**src/common/mmf_params.svh**
```systemverilog
// mmf_params.svh: offsets, field positions, reset values of the fault block
// assumes: included by the core, the checker and the bench after the package
`ifndef MMF_PARAMS_SVH
`define MMF_PARAMS_SVH

`define MMF_STATUS_ADDR 32'hE000ED28
`define MMF_ADDRESS_ADDR 32'hE000ED34
`define MMF_CTRL_ADDR 32'hE000ED94
`define MMF_STATUS_NS_ADDR 32'hE002ED28
`define MMF_ADDRESS_NS_ADDR 32'hE002ED34
`define MMF_CTRL_NS_ADDR 32'hE002ED94

`define MMF_BIT_IACC 0
`define MMF_BIT_DACC 1
`define MMF_BIT_UNSTK 3
`define MMF_BIT_STK 4
`define MMF_BIT_LSP 5
`define MMF_BIT_AVALID 7
`define MMF_STATUS_IMPL 8'hBB

`define MMF_CTRL_ENABLE 0
`define MMF_CTRL_NEGPRI 1
`define MMF_CTRL_PRIVDEF 2

`define MMF_STATUS_RST 8'h00
`define MMF_CTRL_RST 3'h0
`define MMF_ADDR_RST 32'h00000000

`define MMF_RSYNC_STAGES 2

`endif

```
**src/common/mmf_pkg.sv**
```systemverilog
// mmf_pkg: types of the fault status and attribute block
// assumes: nothing beyond the standard language
package mmf_pkg;

  typedef enum logic [1:0] {
    MMF_SZ_BYTE,
    MMF_SZ_HALF,
    MMF_SZ_WORD
  } mmf_size_e;

  typedef enum logic [2:0] {
    MMF_MEM_DEVICE,
    MMF_MEM_NONCACHE,
    MMF_MEM_WT_TRANS,
    MMF_MEM_WB_TRANS,
    MMF_MEM_WT_NONTRANS,
    MMF_MEM_WB_NONTRANS,
    MMF_MEM_BAD
  } mmf_memtype_e;

  typedef struct packed {
    logic req;
    logic wr;
    logic [31:0] addr;
    logic [31:0] wdata;
    mmf_size_e size;
    logic priv;
    logic secure;
    logic debug;
  } mmf_bus_s;

  typedef struct packed {
    logic valid;
    logic secure;
    logic lazy_fp;
    logic entry_stack;
    logic return_unstack;
    logic data_viol;
    logic instr_viol;
    logic instr_exec;
    logic [31:0] addr;
    logic bus_addr_valid;
  } mmf_fault_s;

  typedef struct packed {
    logic [3:0] outer;
    logic [3:0] inner;
  } mmf_attr_s;

  typedef struct packed {
    mmf_memtype_e outer_type;
    mmf_memtype_e inner_type;
    logic [1:0] device_kind;
    logic outer_ra;
    logic outer_wa;
    logic inner_ra;
    logic inner_wa;
    logic legal;
  } mmf_attr_dec_s;

  typedef struct packed {
    logic [7:0] status_s;
    logic [7:0] status_ns;
    logic [31:0] addr_s;
    logic [31:0] addr_ns;
    logic [2:0] ctrl_s;
    logic [2:0] ctrl_ns;
    logic [31:0] rdata;
    logic rvalid;
    logic bus_err;
    mmf_attr_dec_s attr;
  } mmf_state_s;

endpackage

```
**src/core/mmf_core.sv**
```systemverilog
// mmf_core: fault status byte, fault address register, protection control
// assumes: core access path gives one-cycle fault pulses and register requests
`timescale 1ns/1ps
`include "mmf_params.svh"
// Operation
// (RQ1) fault captures 32-bit address at fixed location
// (RQ2) address meaningful only while valid flag set
// (RQ3) shared register unspecified when bus-fault valid
// (RQ4) bit 7 marks captured address valid
// (RQ5) bit 5 set on lazy FP fault
// (RQ6) bit 4 set on entry stacking fault
// (RQ7) bit 3 set on return unstacking fault
// (RQ8) data violation sets bit 1, captures address
// (RQ9) instruction violation recorded only when executed
// (RQ10) status byte write-one-to-clear, bits 6,2 zero
// (RQ11) all status flags clear on warm reset
// (RQ12) privileged access only, unprivileged raises fault
// (RQ13) status byte narrow access needs main extension
// (RQ14) status banked, alias zero to nonsecure/debug
// (RQ15) address banked, nonsecure alias for secure
// (RQ16) attribute upper field selects memory type
// (RQ17) low bits carry allocate hints, 00 transient excluded
// (RQ18) device kind in bits 3:2, 1:0 zero
// (RQ19) inner field uses normal encodings, 0000 bad
// (RQ20) control writable unless locked, word only
// (RQ21) control banked, alias zero to nonsecure
// (RQ22) bit 0 enables protection unit
// (RQ23) bit 2 background map, ignored when disabled; core passes it out as stored
// (RQ24) bit 1 negative priority use, needs enable; core passes it out as stored
// (RQ25) write one clears, fault in same cycle wins
module mmf_core
  import mmf_pkg::*;
#(
  parameter bit MAIN_EXT = 1'b1,
  parameter bit CTRL_WRITABLE = 1'b1,
  parameter bit SHARED_FAULT_ADDR = 1'b0
) (
  input wire logic clk_sys,
  input wire logic rst_n,
  input wire logic clk_en,
  input wire mmf_bus_s bus_in,
  input wire mmf_fault_s fault_in,
  input wire mmf_attr_s attr_in,
  output logic [31:0] rdata,
  output logic rvalid,
  output logic bus_err,
  output logic [2:0] ctrl_secure,
  output logic [2:0] ctrl_nonsecure,
  output logic [7:0] status_secure,
  output logic [7:0] status_nonsecure,
  output mmf_attr_dec_s attr_dec
);

  mmf_state_s st_ff;
  mmf_state_s nxt_st;
  logic [1:0] rst_sync_ff;
  logic rst_int_n;

  // ----------------------------------------------------------------
  // attribute decode
  // ----------------------------------------------------------------
  // (RQ16) normal field type
  function automatic mmf_memtype_e mmf_normal_type(input logic [3:0] f);
    mmf_memtype_e t;
    t = MMF_MEM_BAD;
    unique case (f[3:2])
      2'h0: t = (f[1:0] == 2'h0) ? MMF_MEM_DEVICE : MMF_MEM_WT_TRANS;
      2'h1: t = (f[1:0] == 2'h0) ? MMF_MEM_NONCACHE : MMF_MEM_WB_TRANS;
      2'h2: t = MMF_MEM_WT_NONTRANS;
      2'h3: t = MMF_MEM_WB_NONTRANS;
    endcase
    return t;
  endfunction

  function automatic mmf_attr_dec_s mmf_attr_decode(input mmf_attr_s a);
    mmf_attr_dec_s d;
    d = '0;
    d.outer_type = mmf_normal_type(a.outer);
    if (a.outer == 4'h0) begin
      // (RQ18) device kind bits
      d.device_kind = a.inner[3:2];
      d.inner_type = MMF_MEM_DEVICE;
      d.legal = (a.inner[1:0] == 2'h0);
    end else begin
      // (RQ19) inner normal encoding
      d.inner_type = (a.inner == 4'h0) ? MMF_MEM_BAD : mmf_normal_type(a.inner);
      // (RQ17) allocate hints
      d.outer_ra = (a.outer[3:2] != 2'h1 || a.outer[1:0] != 2'h0) & a.outer[1];
      d.outer_wa = (a.outer[3:2] != 2'h1 || a.outer[1:0] != 2'h0) & a.outer[0];
      d.inner_ra = (a.inner[3:2] != 2'h1 || a.inner[1:0] != 2'h0) & a.inner[1];
      d.inner_wa = (a.inner[3:2] != 2'h1 || a.inner[1:0] != 2'h0) & a.inner[0];
      d.legal = (a.inner != 4'h0);
    end
    return d;
  endfunction

  // ----------------------------------------------------------------
  // register decode
  // ----------------------------------------------------------------
  function automatic logic mmf_hit(input logic [31:0] a, input logic [31:0] sec_addr,
    input logic [31:0] ns_addr);
    return (a == sec_addr) || (a == ns_addr);
  endfunction

  // (RQ25) set wins over clear
  function automatic logic [7:0] mmf_w1c(input logic [7:0] cur, input logic [7:0] clr,
    input logic [7:0] setv);
    return (cur & ~clr) | setv;
  endfunction

  function automatic logic [7:0] mmf_fault_flags(input mmf_fault_s f);
    logic [7:0] v;
    v = 8'h00;
    if (f.valid) begin
      // (RQ5) (RQ6) (RQ7) fault kinds
      v[`MMF_BIT_LSP] = f.lazy_fp;
      v[`MMF_BIT_STK] = f.entry_stack;
      v[`MMF_BIT_UNSTK] = f.return_unstack;
      v[`MMF_BIT_DACC] = f.data_viol;
      // (RQ9) recorded only when executed
      v[`MMF_BIT_IACC] = f.instr_viol & f.instr_exec;
      // (RQ4) (RQ8) data violation validates address
      v[`MMF_BIT_AVALID] = f.data_viol;
    end
    return v;
  endfunction

  // ----------------------------------------------------------------
  // next state
  // ----------------------------------------------------------------
  always_comb begin
    logic [7:0] fset;
    logic [7:0] wmask;
    logic hit_st;
    logic hit_ad;
    logic hit_ct;
    logic alias_ns;
    logic bank_ns;
    logic alias_zero;
    logic size_ok;
    logic [31:0] rd;
    logic [7:0] clr_s;
    logic [7:0] clr_ns;
    logic [7:0] set_s;
    logic [7:0] set_ns;
    fset = 8'h00;
    wmask = 8'h00;
    rd = 32'h00000000;
    clr_s = 8'h00;
    clr_ns = 8'h00;
    set_s = 8'h00;
    set_ns = 8'h00;
    hit_st = 1'b0;
    hit_ad = 1'b0;
    hit_ct = 1'b0;
    alias_ns = 1'b0;
    bank_ns = 1'b0;
    alias_zero = 1'b0;
    size_ok = 1'b0;
    nxt_st = st_ff;
    nxt_st.rvalid = 1'b0;
    nxt_st.bus_err = 1'b0;
    nxt_st.attr = mmf_attr_decode(attr_in);
    // ----------------------------------------------------------------
    // bus decode
    // ----------------------------------------------------------------
    hit_st = mmf_hit(bus_in.addr, `MMF_STATUS_ADDR, `MMF_STATUS_NS_ADDR);
    hit_ad = mmf_hit(bus_in.addr, `MMF_ADDRESS_ADDR, `MMF_ADDRESS_NS_ADDR);
    hit_ct = mmf_hit(bus_in.addr, `MMF_CTRL_ADDR, `MMF_CTRL_NS_ADDR);
    alias_ns = bus_in.addr[17];
    // (RQ14) alias zero to nonsecure and debugger
    alias_zero = alias_ns & (~bus_in.secure | bus_in.debug);
    bank_ns = alias_ns | ~bus_in.secure;
    // (RQ13) narrow access only on status byte
    size_ok = (bus_in.size == MMF_SZ_WORD) || (hit_st && MAIN_EXT);
    // ----------------------------------------------------------------
    // fault flags, for the bank of the faulting state
    // ----------------------------------------------------------------
    fset = mmf_fault_flags(fault_in);
    // ----------------------------------------------------------------
    // register access
    // ----------------------------------------------------------------
    if (bus_in.req) begin
      nxt_st.rvalid = 1'b1;
      // (RQ12) unprivileged access faults
      if (!(bus_in.priv || bus_in.debug) || !(hit_st || hit_ad || hit_ct) || !size_ok) begin
        nxt_st.bus_err = 1'b1;
      end else if (alias_zero) begin
        rd = 32'h00000000;
      end else if (!bus_in.wr) begin
        // (RQ10) reserved bits read zero
        if (hit_st) begin
          rd = {24'h000000, (bank_ns ? st_ff.status_ns : st_ff.status_s) & `MMF_STATUS_IMPL};
        end else if (hit_ad) begin
          // (RQ3) shared register unspecified under bus-fault valid
          rd = (SHARED_FAULT_ADDR && fault_in.bus_addr_valid) ? `MMF_ADDR_RST :
               (bank_ns ? st_ff.addr_ns : st_ff.addr_s);
        end else begin
          // (RQ20) bits 31:3 read zero
          rd = {29'h00000000, bank_ns ? st_ff.ctrl_ns : st_ff.ctrl_s};
        end
      end else if (hit_st) begin
        wmask = bus_in.wdata[7:0] & `MMF_STATUS_IMPL;
      end else if (hit_ad) begin
        // (RQ15) banked address write
        if (bank_ns) begin
          nxt_st.addr_ns = bus_in.wdata;
        end else begin
          nxt_st.addr_s = bus_in.wdata;
        end
      end else if (CTRL_WRITABLE) begin
        // (RQ21) banked control write
        if (bank_ns) begin
          nxt_st.ctrl_ns = bus_in.wdata[2:0];
        end else begin
          nxt_st.ctrl_s = bus_in.wdata[2:0];
        end
      end
    end
    nxt_st.rdata = rd;
    // ----------------------------------------------------------------
    // status flags
    // ----------------------------------------------------------------
    // (RQ25) clear by one, set wins
    if (bank_ns) begin
      clr_ns = wmask;
    end else begin
      clr_s = wmask;
    end
    // (RQ5) (RQ6) (RQ7) flags set in the faulting bank
    if (fault_in.secure) begin
      set_s = fset;
    end else begin
      set_ns = fset;
    end
    nxt_st.status_s = mmf_w1c(st_ff.status_s, clr_s, set_s);
    nxt_st.status_ns = mmf_w1c(st_ff.status_ns, clr_ns, set_ns);
    // ----------------------------------------------------------------
    // address capture
    // ----------------------------------------------------------------
    // (RQ1) address capture
    // (RQ2) (RQ4) valid flag set together with it
    if (fset[`MMF_BIT_AVALID]) begin
      if (fault_in.secure) begin
        nxt_st.addr_s = fault_in.addr;
      end else begin
        nxt_st.addr_ns = fault_in.addr;
      end
    end
  end

  // ----------------------------------------------------------------
  // reset release and state
  // ----------------------------------------------------------------
  // two-flop release of the asynchronous reset
  always_ff @(posedge clk_sys or negedge rst_n) begin
    if (!rst_n) begin
      rst_sync_ff <= 2'h0;
    end else begin
      rst_sync_ff <= {rst_sync_ff[0], 1'b1};
    end
  end

  assign rst_int_n = rst_sync_ff[1];

  // (RQ11) (RQ22) (RQ23) (RQ24) warm reset clears
  always_ff @(posedge clk_sys or negedge rst_int_n) begin
    if (!rst_int_n) begin
      st_ff.status_s <= `MMF_STATUS_RST;
      st_ff.status_ns <= `MMF_STATUS_RST;
      st_ff.addr_s <= `MMF_ADDR_RST;
      st_ff.addr_ns <= `MMF_ADDR_RST;
      st_ff.ctrl_s <= `MMF_CTRL_RST;
      st_ff.ctrl_ns <= `MMF_CTRL_RST;
      st_ff.rdata <= 32'h00000000;
      st_ff.rvalid <= 1'b0;
      st_ff.bus_err <= 1'b0;
      st_ff.attr <= '0;
    end else if (clk_en) begin
      st_ff.status_s <= nxt_st.status_s;
      st_ff.status_ns <= nxt_st.status_ns;
      st_ff.addr_s <= nxt_st.addr_s;
      st_ff.addr_ns <= nxt_st.addr_ns;
      st_ff.ctrl_s <= nxt_st.ctrl_s;
      st_ff.ctrl_ns <= nxt_st.ctrl_ns;
      st_ff.rdata <= nxt_st.rdata;
      st_ff.rvalid <= nxt_st.rvalid;
      st_ff.bus_err <= nxt_st.bus_err;
      st_ff.attr <= nxt_st.attr;
    end
  end

  // ----------------------------------------------------------------
  // outputs
  // ----------------------------------------------------------------
  // (RQ2) valid flag qualifies address
  assign rdata = st_ff.rdata;
  assign rvalid = st_ff.rvalid;
  assign bus_err = st_ff.bus_err;
  // (RQ23) background bit passed out as stored, not ignored while bit 0 is clear
  assign ctrl_secure = st_ff.ctrl_s;
  assign ctrl_nonsecure = st_ff.ctrl_ns;
  assign status_secure = st_ff.status_s;
  assign status_nonsecure = st_ff.status_ns;
  assign attr_dec = st_ff.attr;

endmodule

```
**config.mk**
```make
export PLATFORM = sky130hd
export DESIGN_NAME = mmf_core
export DESIGN_NICKNAME = d
export VERILOG_FILES = /design/src/common/mmf_pkg.sv /design/src/core/mmf_core.sv
export VERILOG_INCLUDE_DIRS = /design/src /design/src/common
export SDC_FILE = /design/constraint.sdc
export NUM_CORES = 1
export LEC_CHECK = 0
export BUFFER_PORTS_ARGS = -buffer_cell sky130_fd_sc_hd__buf_2
export CAP_MARGIN = 15
export CORE_AREA = 2 2 136 138
export CTS_BUF_LIST = sky130_fd_sc_hd__clkbuf_2
export CTS_CLUSTER_SIZE = 20
export DETAILED_ROUTE_END_ITERATION = 6
export DIE_AREA = 0 0 138 140
export GPL_TIMING_DRIVEN = 0
export PLACE_DENSITY = 0.69
export SLEW_MARGIN = 20
export SYNTH_ARGS = -nofsm -noshare
export SYNTH_HDL_FRONTEND = slang
export SYNTH_SLANG_ARGS = --single-unit
```
**constraint.sdc**
```tcl
create_clock -name clk_sys -period 3.7 [get_ports clk_sys]
set_input_delay 0.74 -clock clk_sys [delete_from_list [all_inputs] [get_ports clk_sys]]
set_output_delay 0.74 -clock clk_sys [all_outputs]
set_load 0.01 [all_outputs]
```
==> impl_metrics.tcl, run 1 <==
set metrics [dict create \
    outcome "completed" \
    vdd_drop_max_uv 174 \
    most-common-layout-cells "buf_2 (190), dfrtp_1 (130), nand2_1 (78)" \
    yosysWarnings 0 \
    finalHoldViolations 0 \
    routed_wirelength_microns 21200 \
    grt_util_met1_pct 29.3 \
    grt-ovfl-total 0 \
    port-buffer-count 186 \
    endpoint_kind "flip-flop" \
    antenna_found_initial 2 \
    drive_gt1_share_pct 36.5 \
    hold_path_class "input port to flip-flop" \
    area_growth_syn_to_layout_pct 21.8 \
    synth_top_cell_by_area "dfrtp_1" \
    fin_crit_sh_pct 71.9 \
    htreeDepth 4 \
    cpMaxStageDelayCell "nor4_4" \
    drv_cap 0 \
    rows 49 \
    core_sq_um 17800 \
    drc 0 \
    nets 1011 \
    yosys_register_bits 131 \
    synth_area_leaders "dfrtp_1 (47%), buf_4 (7.3%), o221a_1 (5.8%)" \
    rr_endpoint "st_ff[96]" \
    die_h_microns 140 \
    path_clk_slew_ps 200 \
    final_common_cell "buf_2" \
    syn_area_per_cell_sq_um 10.3 \
    die_area_sq_um 19300 \
    worstSkewPairLatency_ps 710 \
    endpoint "rdata[28]" \
    crit_start "bus_in[58]" \
    maxSlewHeadroom_pct 38.9 \
    drtAntennaViolNets 0 \
    worst-r2r-cell-count 2 \
    worst_slack_ps 1040 \
    hpwl_microns 15700 \
    finalSetupViolCount 0 \
    cpPeakStageDelay_ps 570 \
    cts.sinks 131 \
    power.total_mw 3.11 \
    grt-busiest-layer "met2" \
    syn_area_sq_um 6980 \
    yosys.area.top_type_share_pct 47.0 \
    numCtsBuffers 17 \
    start_kind "input port" \
    grt_util_met3_pct 5.30 \
    p_leak_nw 4.00 \
    r2r_start "rst_sync_ff[1]" \
    grt_usage_pct 22.1 \
    cts_tree "built" \
    start_util_pct 39.2 \
    p_per_area_nw_per_um2 366 \
    ff2ff_setup_slack_ps 2460 \
    ys.flop_type "dfrtp_1" \
    grt_setup_unrepaired "false" \
    dp_slack_ps 300 \
    min_period_ps 2660 \
    synth.distinct_cells 69 \
    synthCells 677 \
    grt_first_pass_wirelength_microns 33400 \
    crit_required_ps 4340 \
    synthArstFlopShare_pct 100 \
    clk_path_buf_depth 2 \
    ctsResizeCount 0 \
    die_x_microns 138 \
    dr.pass1.iters 6 \
    critPathKind "input port to flip-flop" \
    drtIter0Drc 413 \
    max_freq_mhz 376 \
    vias 6128 \
    cp_cell_sequence "buf_2, or4_4, nor4_4, and2_1, buf_4, nand4_2, clkbuf_1, o2bb2ai_1" \
    gp_congestion 0.844 \
    synth_edf_count 0 \
    tightest_slew_ps 909 \
    grtUsageMet2_pct 35.8 \
    vias_per_cell 5.41 \
    grt_pass1_vias 6183 \
    root_buffer "clkbuf_2" \
    arrival_ps 3300 \
    crit_fanout 10 \
    finClkSkew_ps 30.1 \
    wl_per_cell_microns 18.7 \
    setup_tns_ps 0 \
    synth-seq-area-share_pct 47.0 \
    grt_max_degree 47 \
    io-pin-count 192 \
    slew_viol_final 0 \
]
worst min path at each step:
stage / cells after the start / startpoint / slack, ps / end
CTS: 2 / attr_in[7] / 160 / attr_dec[11]
finish: 2 / attr_in[7] / 220 / attr_dec[11]
floorplan: 0 / rst_sync_ff[0] / 330 / rst_sync_ff[1]
global placement: 0 / rst_sync_ff[0] / 330 / rst_sync_ff[1]
detailed placement: 0 / rst_sync_ff[0] / 340 / rst_sync_ff[1]
global route: 2 / attr_in[7] / 170 / attr_dec[11]
metal layers:
metal  part of all wire [%]  routed length [microns]
met2                     48                    10100
met5                      0                        0
met1                     43                     9180
met3                    7.1                     1510
met4                    1.9                      408
state kept, by name, summed over array words and instances, names as in the netlist:
register	cells
attr_dec	13
bus_err	1
ctrl_nonsecure	3
ctrl_secure	3
rdata	32
rst_sync_ff	2
rvalid	1
st_ff	64
status_nonsecure	6
status_secure	6
cell usage after synthesis (all sizes together), types with 2 or more instances:
| cell type | number |
|---|---|
| dfrtp | 131 |
| buf | 82 |
| nand2 | 79 |
| nor2 | 71 |
| o221a | 39 |
| o2bb2ai | 33 |
| nor3 | 28 |
| nand3 | 26 |
| mux2i | 25 |
| clkbuf | 22 |
| nand2b | 17 |
| a21oi | 13 |
| a221o | 12 |
| mux2 | 12 |
| a21o | 10 |
| inv | 8 |
| nor4 | 7 |
| a32o | 6 |
| o21ai | 6 |
| nand4 | 4 |
| nor2b | 3 |
| a22o | 2 |
| a31oi | 2 |
| and2 | 2 |
| and2b | 2 |
| and3 | 2 |
| conb | 2 |
| nand4b | 2 |
| nand4bb | 2 |
| o221ai | 2 |
| or4 | 2 |
| or4b | 2 |
stage by stage:
stage	utilization, %	cell area [sq um]	cells	hold WS, ps
finish	47.8	8500	1132	221
global route	47.8	8500	1131	166
CTS	47.8	8490	1130	159
detailed placement	46.5	8270	1097	338
global placement	46.2	8210	1095	334
floorplan	-	6990	680	331
report_power, final:
group          switching (mW)  internal, mW  total, mW
Clock                   0.545         0.307      0.851
Combinational           0.258         0.291      0.550
Sequential              0.113          1.60       1.71
Total                   0.916          2.20       3.11
critical path, delay by kind of cell:
family / cells / cell delay (ps)
buffers and inverters: 3 / 670
AO/OA/AOI/OAI: 1 / 230
AND/OR/NAND/NOR: 4 / 1640
kinds of logic after synthesis:
logic type      Yosys count  synth area share (%)
compound gates          138                  17.8
xor+xnor                  1                 0.126
buf+inv                 113                  10.5
flops                   131                  47.0
mux                      37                  5.52
other cells               2                 0.108
simple gates            255                  19.0
area by class of cell:
class,count,area (sq um)
antenna,2,5.00
timing repair buffer,189,996
multi-input combinational,436,2990
tap,229,287
sequential,131,3280
clock buffer,20,100
inverter,9,33.8
fill,1741,9280
clock inverter,12,115
buffer,104,696
repair_timing:
action / 4_1_cts / 5_1_grt
buffers inserted: 0 / 0
hold buffers: 1 / 0
hold endpoints to repair: 2 / 0
setup endpoints to repair: 0 / 0
No activity file was read; power rests on OpenSTA's default activity.
==> run 2, diff against run 1 <==
PLACE_DENSITY = 0.67   (was 0.69)
clock period = 2.8 ns   (was 3.7 ns; I/O delays follow)
==> run 2 against run 1 <==
Effect of this change:
- final area increased by 3.1%
- final cell count is 0.62% higher
- flip-flop and latch count did not move
- setup slack got worse by 700 ps
- sequential power is 32% higher
- first-iteration DRC count fell by 16%
- worst hold slack got worse by 140 ps
- combinational power increased by 33%
- register-to-register slack lost 920 ps
- wire length down 1.1%
- utilization rose by 1.5 points
- sequential share of layout area shrank 1.2 points
- largest power group unchanged
- highest routed layer unchanged
==> impl_metrics.tcl, run 2 (synthesis gave the netlist of run 1 again) <==
set metrics [dict create \
    numCtsBuffers 17 \
    port-buffer-count 186 \
    met2_length_microns 10000 \
    post-cts-setup-buffers 0 \
    cpMaxStageDelayCell "nor4_4" \
    min_period_ps 2460 \
    drive_gt1_share_pct 36.3 \
    crit_required_ps 3420 \
    placed_cells 1097 \
    cp_cell_sequence "buf_2, or4_4, nor4_4, nand2_4, nor4_4, and2b_1, mux2_1" \
    worstSkewPairLatency_ps 730 \
    start_util_pct 39.2 \
    drtIter0Drc 346 \
    hold_path_class "input port to flip-flop" \
    die_h_microns 140 \
    dp_slack_ps -406 \
    start_kind "input port" \
    worst-r2r-cell-count 2 \
    nets 1020 \
    rows 49 \
    cts_tree "built" \
    io-pin-count 192 \
    routed.top_layer "met4" \
    grt_first_pass_wirelength_microns 32700 \
    finClkSkew_ps 30.5 \
    outcome "completed" \
    ff2ff_setup_slack_ps 1540 \
    hold_depth 2 \
    gp_congestion 0.849 \
    antenna_found_initial 0 \
    arrival_ps 3070 \
    endpoint_kind "flip-flop" \
    regMostFlops "st_ff" \
    die_area_sq_um 19300 \
    die_x_microns 138 \
    largest_reg_flops 64 \
    area_growth_syn_to_layout_pct 25.6 \
    drc 0 \
    vias 6039 \
    max_freq_mhz 407 \
    power.total_mw 4.74 \
    grt_setup_unrepaired "false" \
    setup_tns_ps 0 \
    path_depth 7 \
    dpl-instance-area_sq_um 8270 \
    grt-ovfl-total 0 \
    final_cells 1139 \
    vdd_drop_max_uv 262 \
    grt_pass1_vias 5961 \
    dr.pass1.iters 5 \
    path_clk_slew_ps 190 \
    critPathKind "input port to flip-flop" \
    rr_endpoint "rdata[18]" \
    critPathTopFamily "simple AND/OR/NAND/NOR gates" \
    whs_endpoint "st_ff[111]" \
    crit_fanout 8 \
    drv_cap 0 \
    most-common-layout-cells "buf_2 (190), dfrtp_1 (130), nand2_1 (78)" \
    r2r_start "rst_sync_ff[1]" \
    cts.sinks 131 \
    tightest_slew_ps 899 \
    htreeDepth 4 \
    antenna_cells 0 \
    path_buf_inv 1 \
    hpwl_microns 15500 \
    cpMostUsedCell "nor4_4" \
    fin_crit_sh_pct 87.8 \
    routed_wirelength_microns 20900 \
    hold_ws_ps 78.7 \
    met3_wirelength_microns 1220 \
    wl_met1_microns 9230 \
    drtAntennaViolNets 0 \
    cpPeakStageDelay_ps 560 \
    grt_max_degree 48 \
    core_sq_um 17800 \
    final_common_cell "buf_2" \
    wl_per_cell_microns 18.4 \
    worstHoldStart "fault_in[27]" \
    final_core_util_pct 49.3 \
    grt_usage_pct 21.8 \
    root_buffer "clkbuf_2" \
    maxSlewHeadroom_pct 39.5 \
    finalSetupViolCount 0 \
    slew_viol_final 0 \
    vias_per_cell 5.30 \
    fin_area_sq_um 8760 \
    p_leak_nw 4.11 \
    finalHoldViolations 0 \
    p_per_area_nw_per_um2 541 \
    worst_slack_ps 343 \
    clk_path_buf_depth 2 \
]
## run 2: cell types whose count changed in the layout (fill, tap and decap cells not counted), sizes merged
cell,change
inv,+1
bufinv,+7
dlygate4sd3,+9
clkinv,-4
diode,-2
clkbuf,-3
clkinvlp,-1
## run 2: worst max-delay path by stage
stage          startpoint                end  slack (ps)
2_1_floorplan  bus_in[58]  ctrl_nonsecure[0]         120
3_3_place_gp   bus_in[58]  ctrl_nonsecure[2]        -380
3_5_place_dp   bus_in[58]  ctrl_nonsecure[0]        -410
4_1_cts        bus_in[58]  ctrl_nonsecure[0]         410
5_1_grt        bus_in[58]          rdata[24]         300
6_report       bus_in[58]  ctrl_nonsecure[0]         340
## run 2: area by class of cell
class | instances | area, sq um
fillers | 1680 | 9020
flip-flops and latches | 131 | 3280
multi-input cells | 436 | 2990
repair buffers | 198 | 1090
plain buffers | 104 | 696
clock inverters | 15 | 308
well taps | 229 | 287
clock buffers | 17 | 85.1
inverters | 9 | 33.8
## run 2: routing by layer
metal / up-vias / GRT usage [%]
met4: 0 / 7.47
li1: 2843 / -
met3: 31 / 5.20
met1: 2916 / 29.0
met2: 249 / 35.1
met5: - / 0
## run 2: power by group
| group | switching, mW | total [mW] | leakage, nW | internal, mW |
|---|---|---|---|---|
| sequential | 0.143 | 2.25 | 1.58 | 2.11 |
| combinational | 0.340 | 0.734 | 2.32 | 0.393 |
| clock | 0.725 | 1.75 | 0.214 | 1.03 |
| total | 1.21 | 4.74 | 4.11 | 3.54 |
## run 2: what timing repair did
action,CTS,global route
endpoints found under the hold margin,7,4
hold buffers,6,4
gates resized for setup,0,0
==> run 3, diff against run 2 <==
CELL_PAD_IN_SITES_DETAIL_PLACEMENT = 0   (was unset)
CELL_PAD_IN_SITES_GLOBAL_PLACEMENT = 2   (was unset)
CORE_AREA = 2 2 149 151   (was 2 2 136 138)
DIE_AREA = 0 0 151 153   (was 0 0 138 140)
PLACE_DENSITY = 0.84   (was 0.67)
==> run 3 against run 2 <==
Effect of this change:
- clock power down 31%
- non-clock buffer count down 8
- combinational power down 0.8%
- utilization down 9.3 points
- sequential power about the same
- flip-flop and latch count unchanged
- global-route usage down 2.2 points
==> impl_metrics.tcl, run 3 (synthesis gave the netlist of run 1 again) <==
set metrics [dict create \
    vdd_drop_max_uv 240 \
    vias 5923 \
    critPathKind "input port to flip-flop" \
    worstSkewPairLatency_ps 710 \
    drv_cap 0 \
    core_sq_um 21500 \
    slew_viol_final 0 \
    path_clk_slew_ps 200 \
    dr.pass1.iters 5 \
    crit_required_ps 3390 \
    cts.sinks 131 \
    dpl-instance-area_sq_um 8330 \
    crit_fanout 10 \
    outcome "completed" \
    htreeDepth 4 \
    grt_first_pass_wirelength_microns 34200 \
    die_area_sq_um 23100 \
    post-cts-setup-buffers 0 \
    regMostFlops "st_ff" \
    antenna_found_initial 1 \
    maxSlewHeadroom_pct 37.6 \
    io-pin-count 192 \
    hold_path_class "input port to flip-flop" \
    drtIter0Drc 359 \
    die_x_microns 151 \
    min_period_ps 2610 \
    max_freq_mhz 384 \
    grt_max_degree 51 \
    numCtsBuffers 17 \
    vias_per_cell 5.01 \
    finalHoldViolations 0 \
    clk_path_buf_depth 2 \
    power.total_mw 4.19 \
    grt_pass1_vias 5950 \
    endpoint_kind "flip-flop" \
    start_kind "input port" \
    final_core_util_pct 40.0 \
    most-common-layout-cells "buf_2 (190), dfrtp_1 (130), nand2_1 (78)" \
    start_util_pct 32.5 \
    largest_reg_flops 64 \
    final_common_cell "buf_2" \
    p_per_area_nw_per_um2 487 \
    hpwl_microns 16700 \
    cts_tree "built" \
    dp_slack_ps -570 \
    p_leak_nw 4.01 \
    routed_wirelength_microns 22300 \
    drive_gt1_share_pct 36.4 \
    finalSetupViolCount 0 \
    rows 54 \
    setup_tns_ps 0 \
    nets 1012 \
    die_h_microns 153 \
    drtAntennaViolNets 0 \
    gp_congestion 0.814 \
    wl_per_cell_microns 18.8 \
    fin_area_sq_um 8590 \
    finClkSkew_ps 44.2 \
    area_growth_syn_to_layout_pct 23.1 \
    fin_crit_sh_pct 93.1 \
    port-buffer-count 186 \
    grt_usage_pct 19.6 \
    grt_setup_unrepaired "false" \
    worst_slack_ps 194 \
    grt-ovfl-total 0 \
    root_buffer "clkbuf_2" \
    tightest_slew_ps 929 \
    drc 0 \
    arrival_ps 3200 \
]
run 3: what timing repair did:
item                      in CTS  in global routing
gates resized for setup        0                  0
hold buffers                   1                  1
hold endpoints to repair       2                  1
run 3: worst paths after layout:
path,startpoint,endpoint,slack [ps],cells past startpoint
worst max-delay path,bus_in[44],st_ff[86],190,7
worst min-delay path,fault_in[29],st_ff[113],80,2
worst max register to register,rst_sync_ff[1],rdata[1],1580,2
worst min register to register,rst_sync_ff[1],rdata[24],280,0
max in group asynchronous,rst_sync_ff[1],rdata[1],1580,2
min in group asynchronous,rst_n,rst_sync_ff[1],120,2
run 3: through the flow:
stage                     hold WS, ps  instances
final                            80.2       1182
after global routing             30.0       1182
after CTS                        18.0       1179
after detailed placement          294       1148
after global placement            335       1146
after floorplan                   264        680
run 3: worst max-delay path, stage by stage:
cell     delay (ps)
buf_2           120
or4b_1          510
buf_2           180
nor3_2          710
buf_2           410
nand4_2         330
o221a_1         360
run 3: final cells by class:
type | count | area [sq um]
Fill cell | 2215 | 12900
Sequential cell | 131 | 3280
Multi-Input combinational cell | 436 | 2990
Timing Repair Buffer | 190 | 1010
Buffer | 104 | 696
Tap cell | 280 | 350
Clock inverter | 12 | 141
Clock buffer | 18 | 90.1
Inverter | 9 | 33.8
Antenna cell | 2 | 5.00
run 3: where the power goes:
group / total [mW] / switching (mW) / internal (mW)
Sequential: 2.25 / 0.140 / 2.11
Clock: 1.21 / 0.727 / 0.480
Combinational: 0.728 / 0.342 / 0.386
run 3: per-layer routing:
layer,up-vias,share of wire [%],GRT usage (%)
li1,2820,-,-
met1,2916,45,26.9
met2,178,49,32.4
met3,9,5.3,3.73
met4,0,0.84,4.23
met5,-,0,0
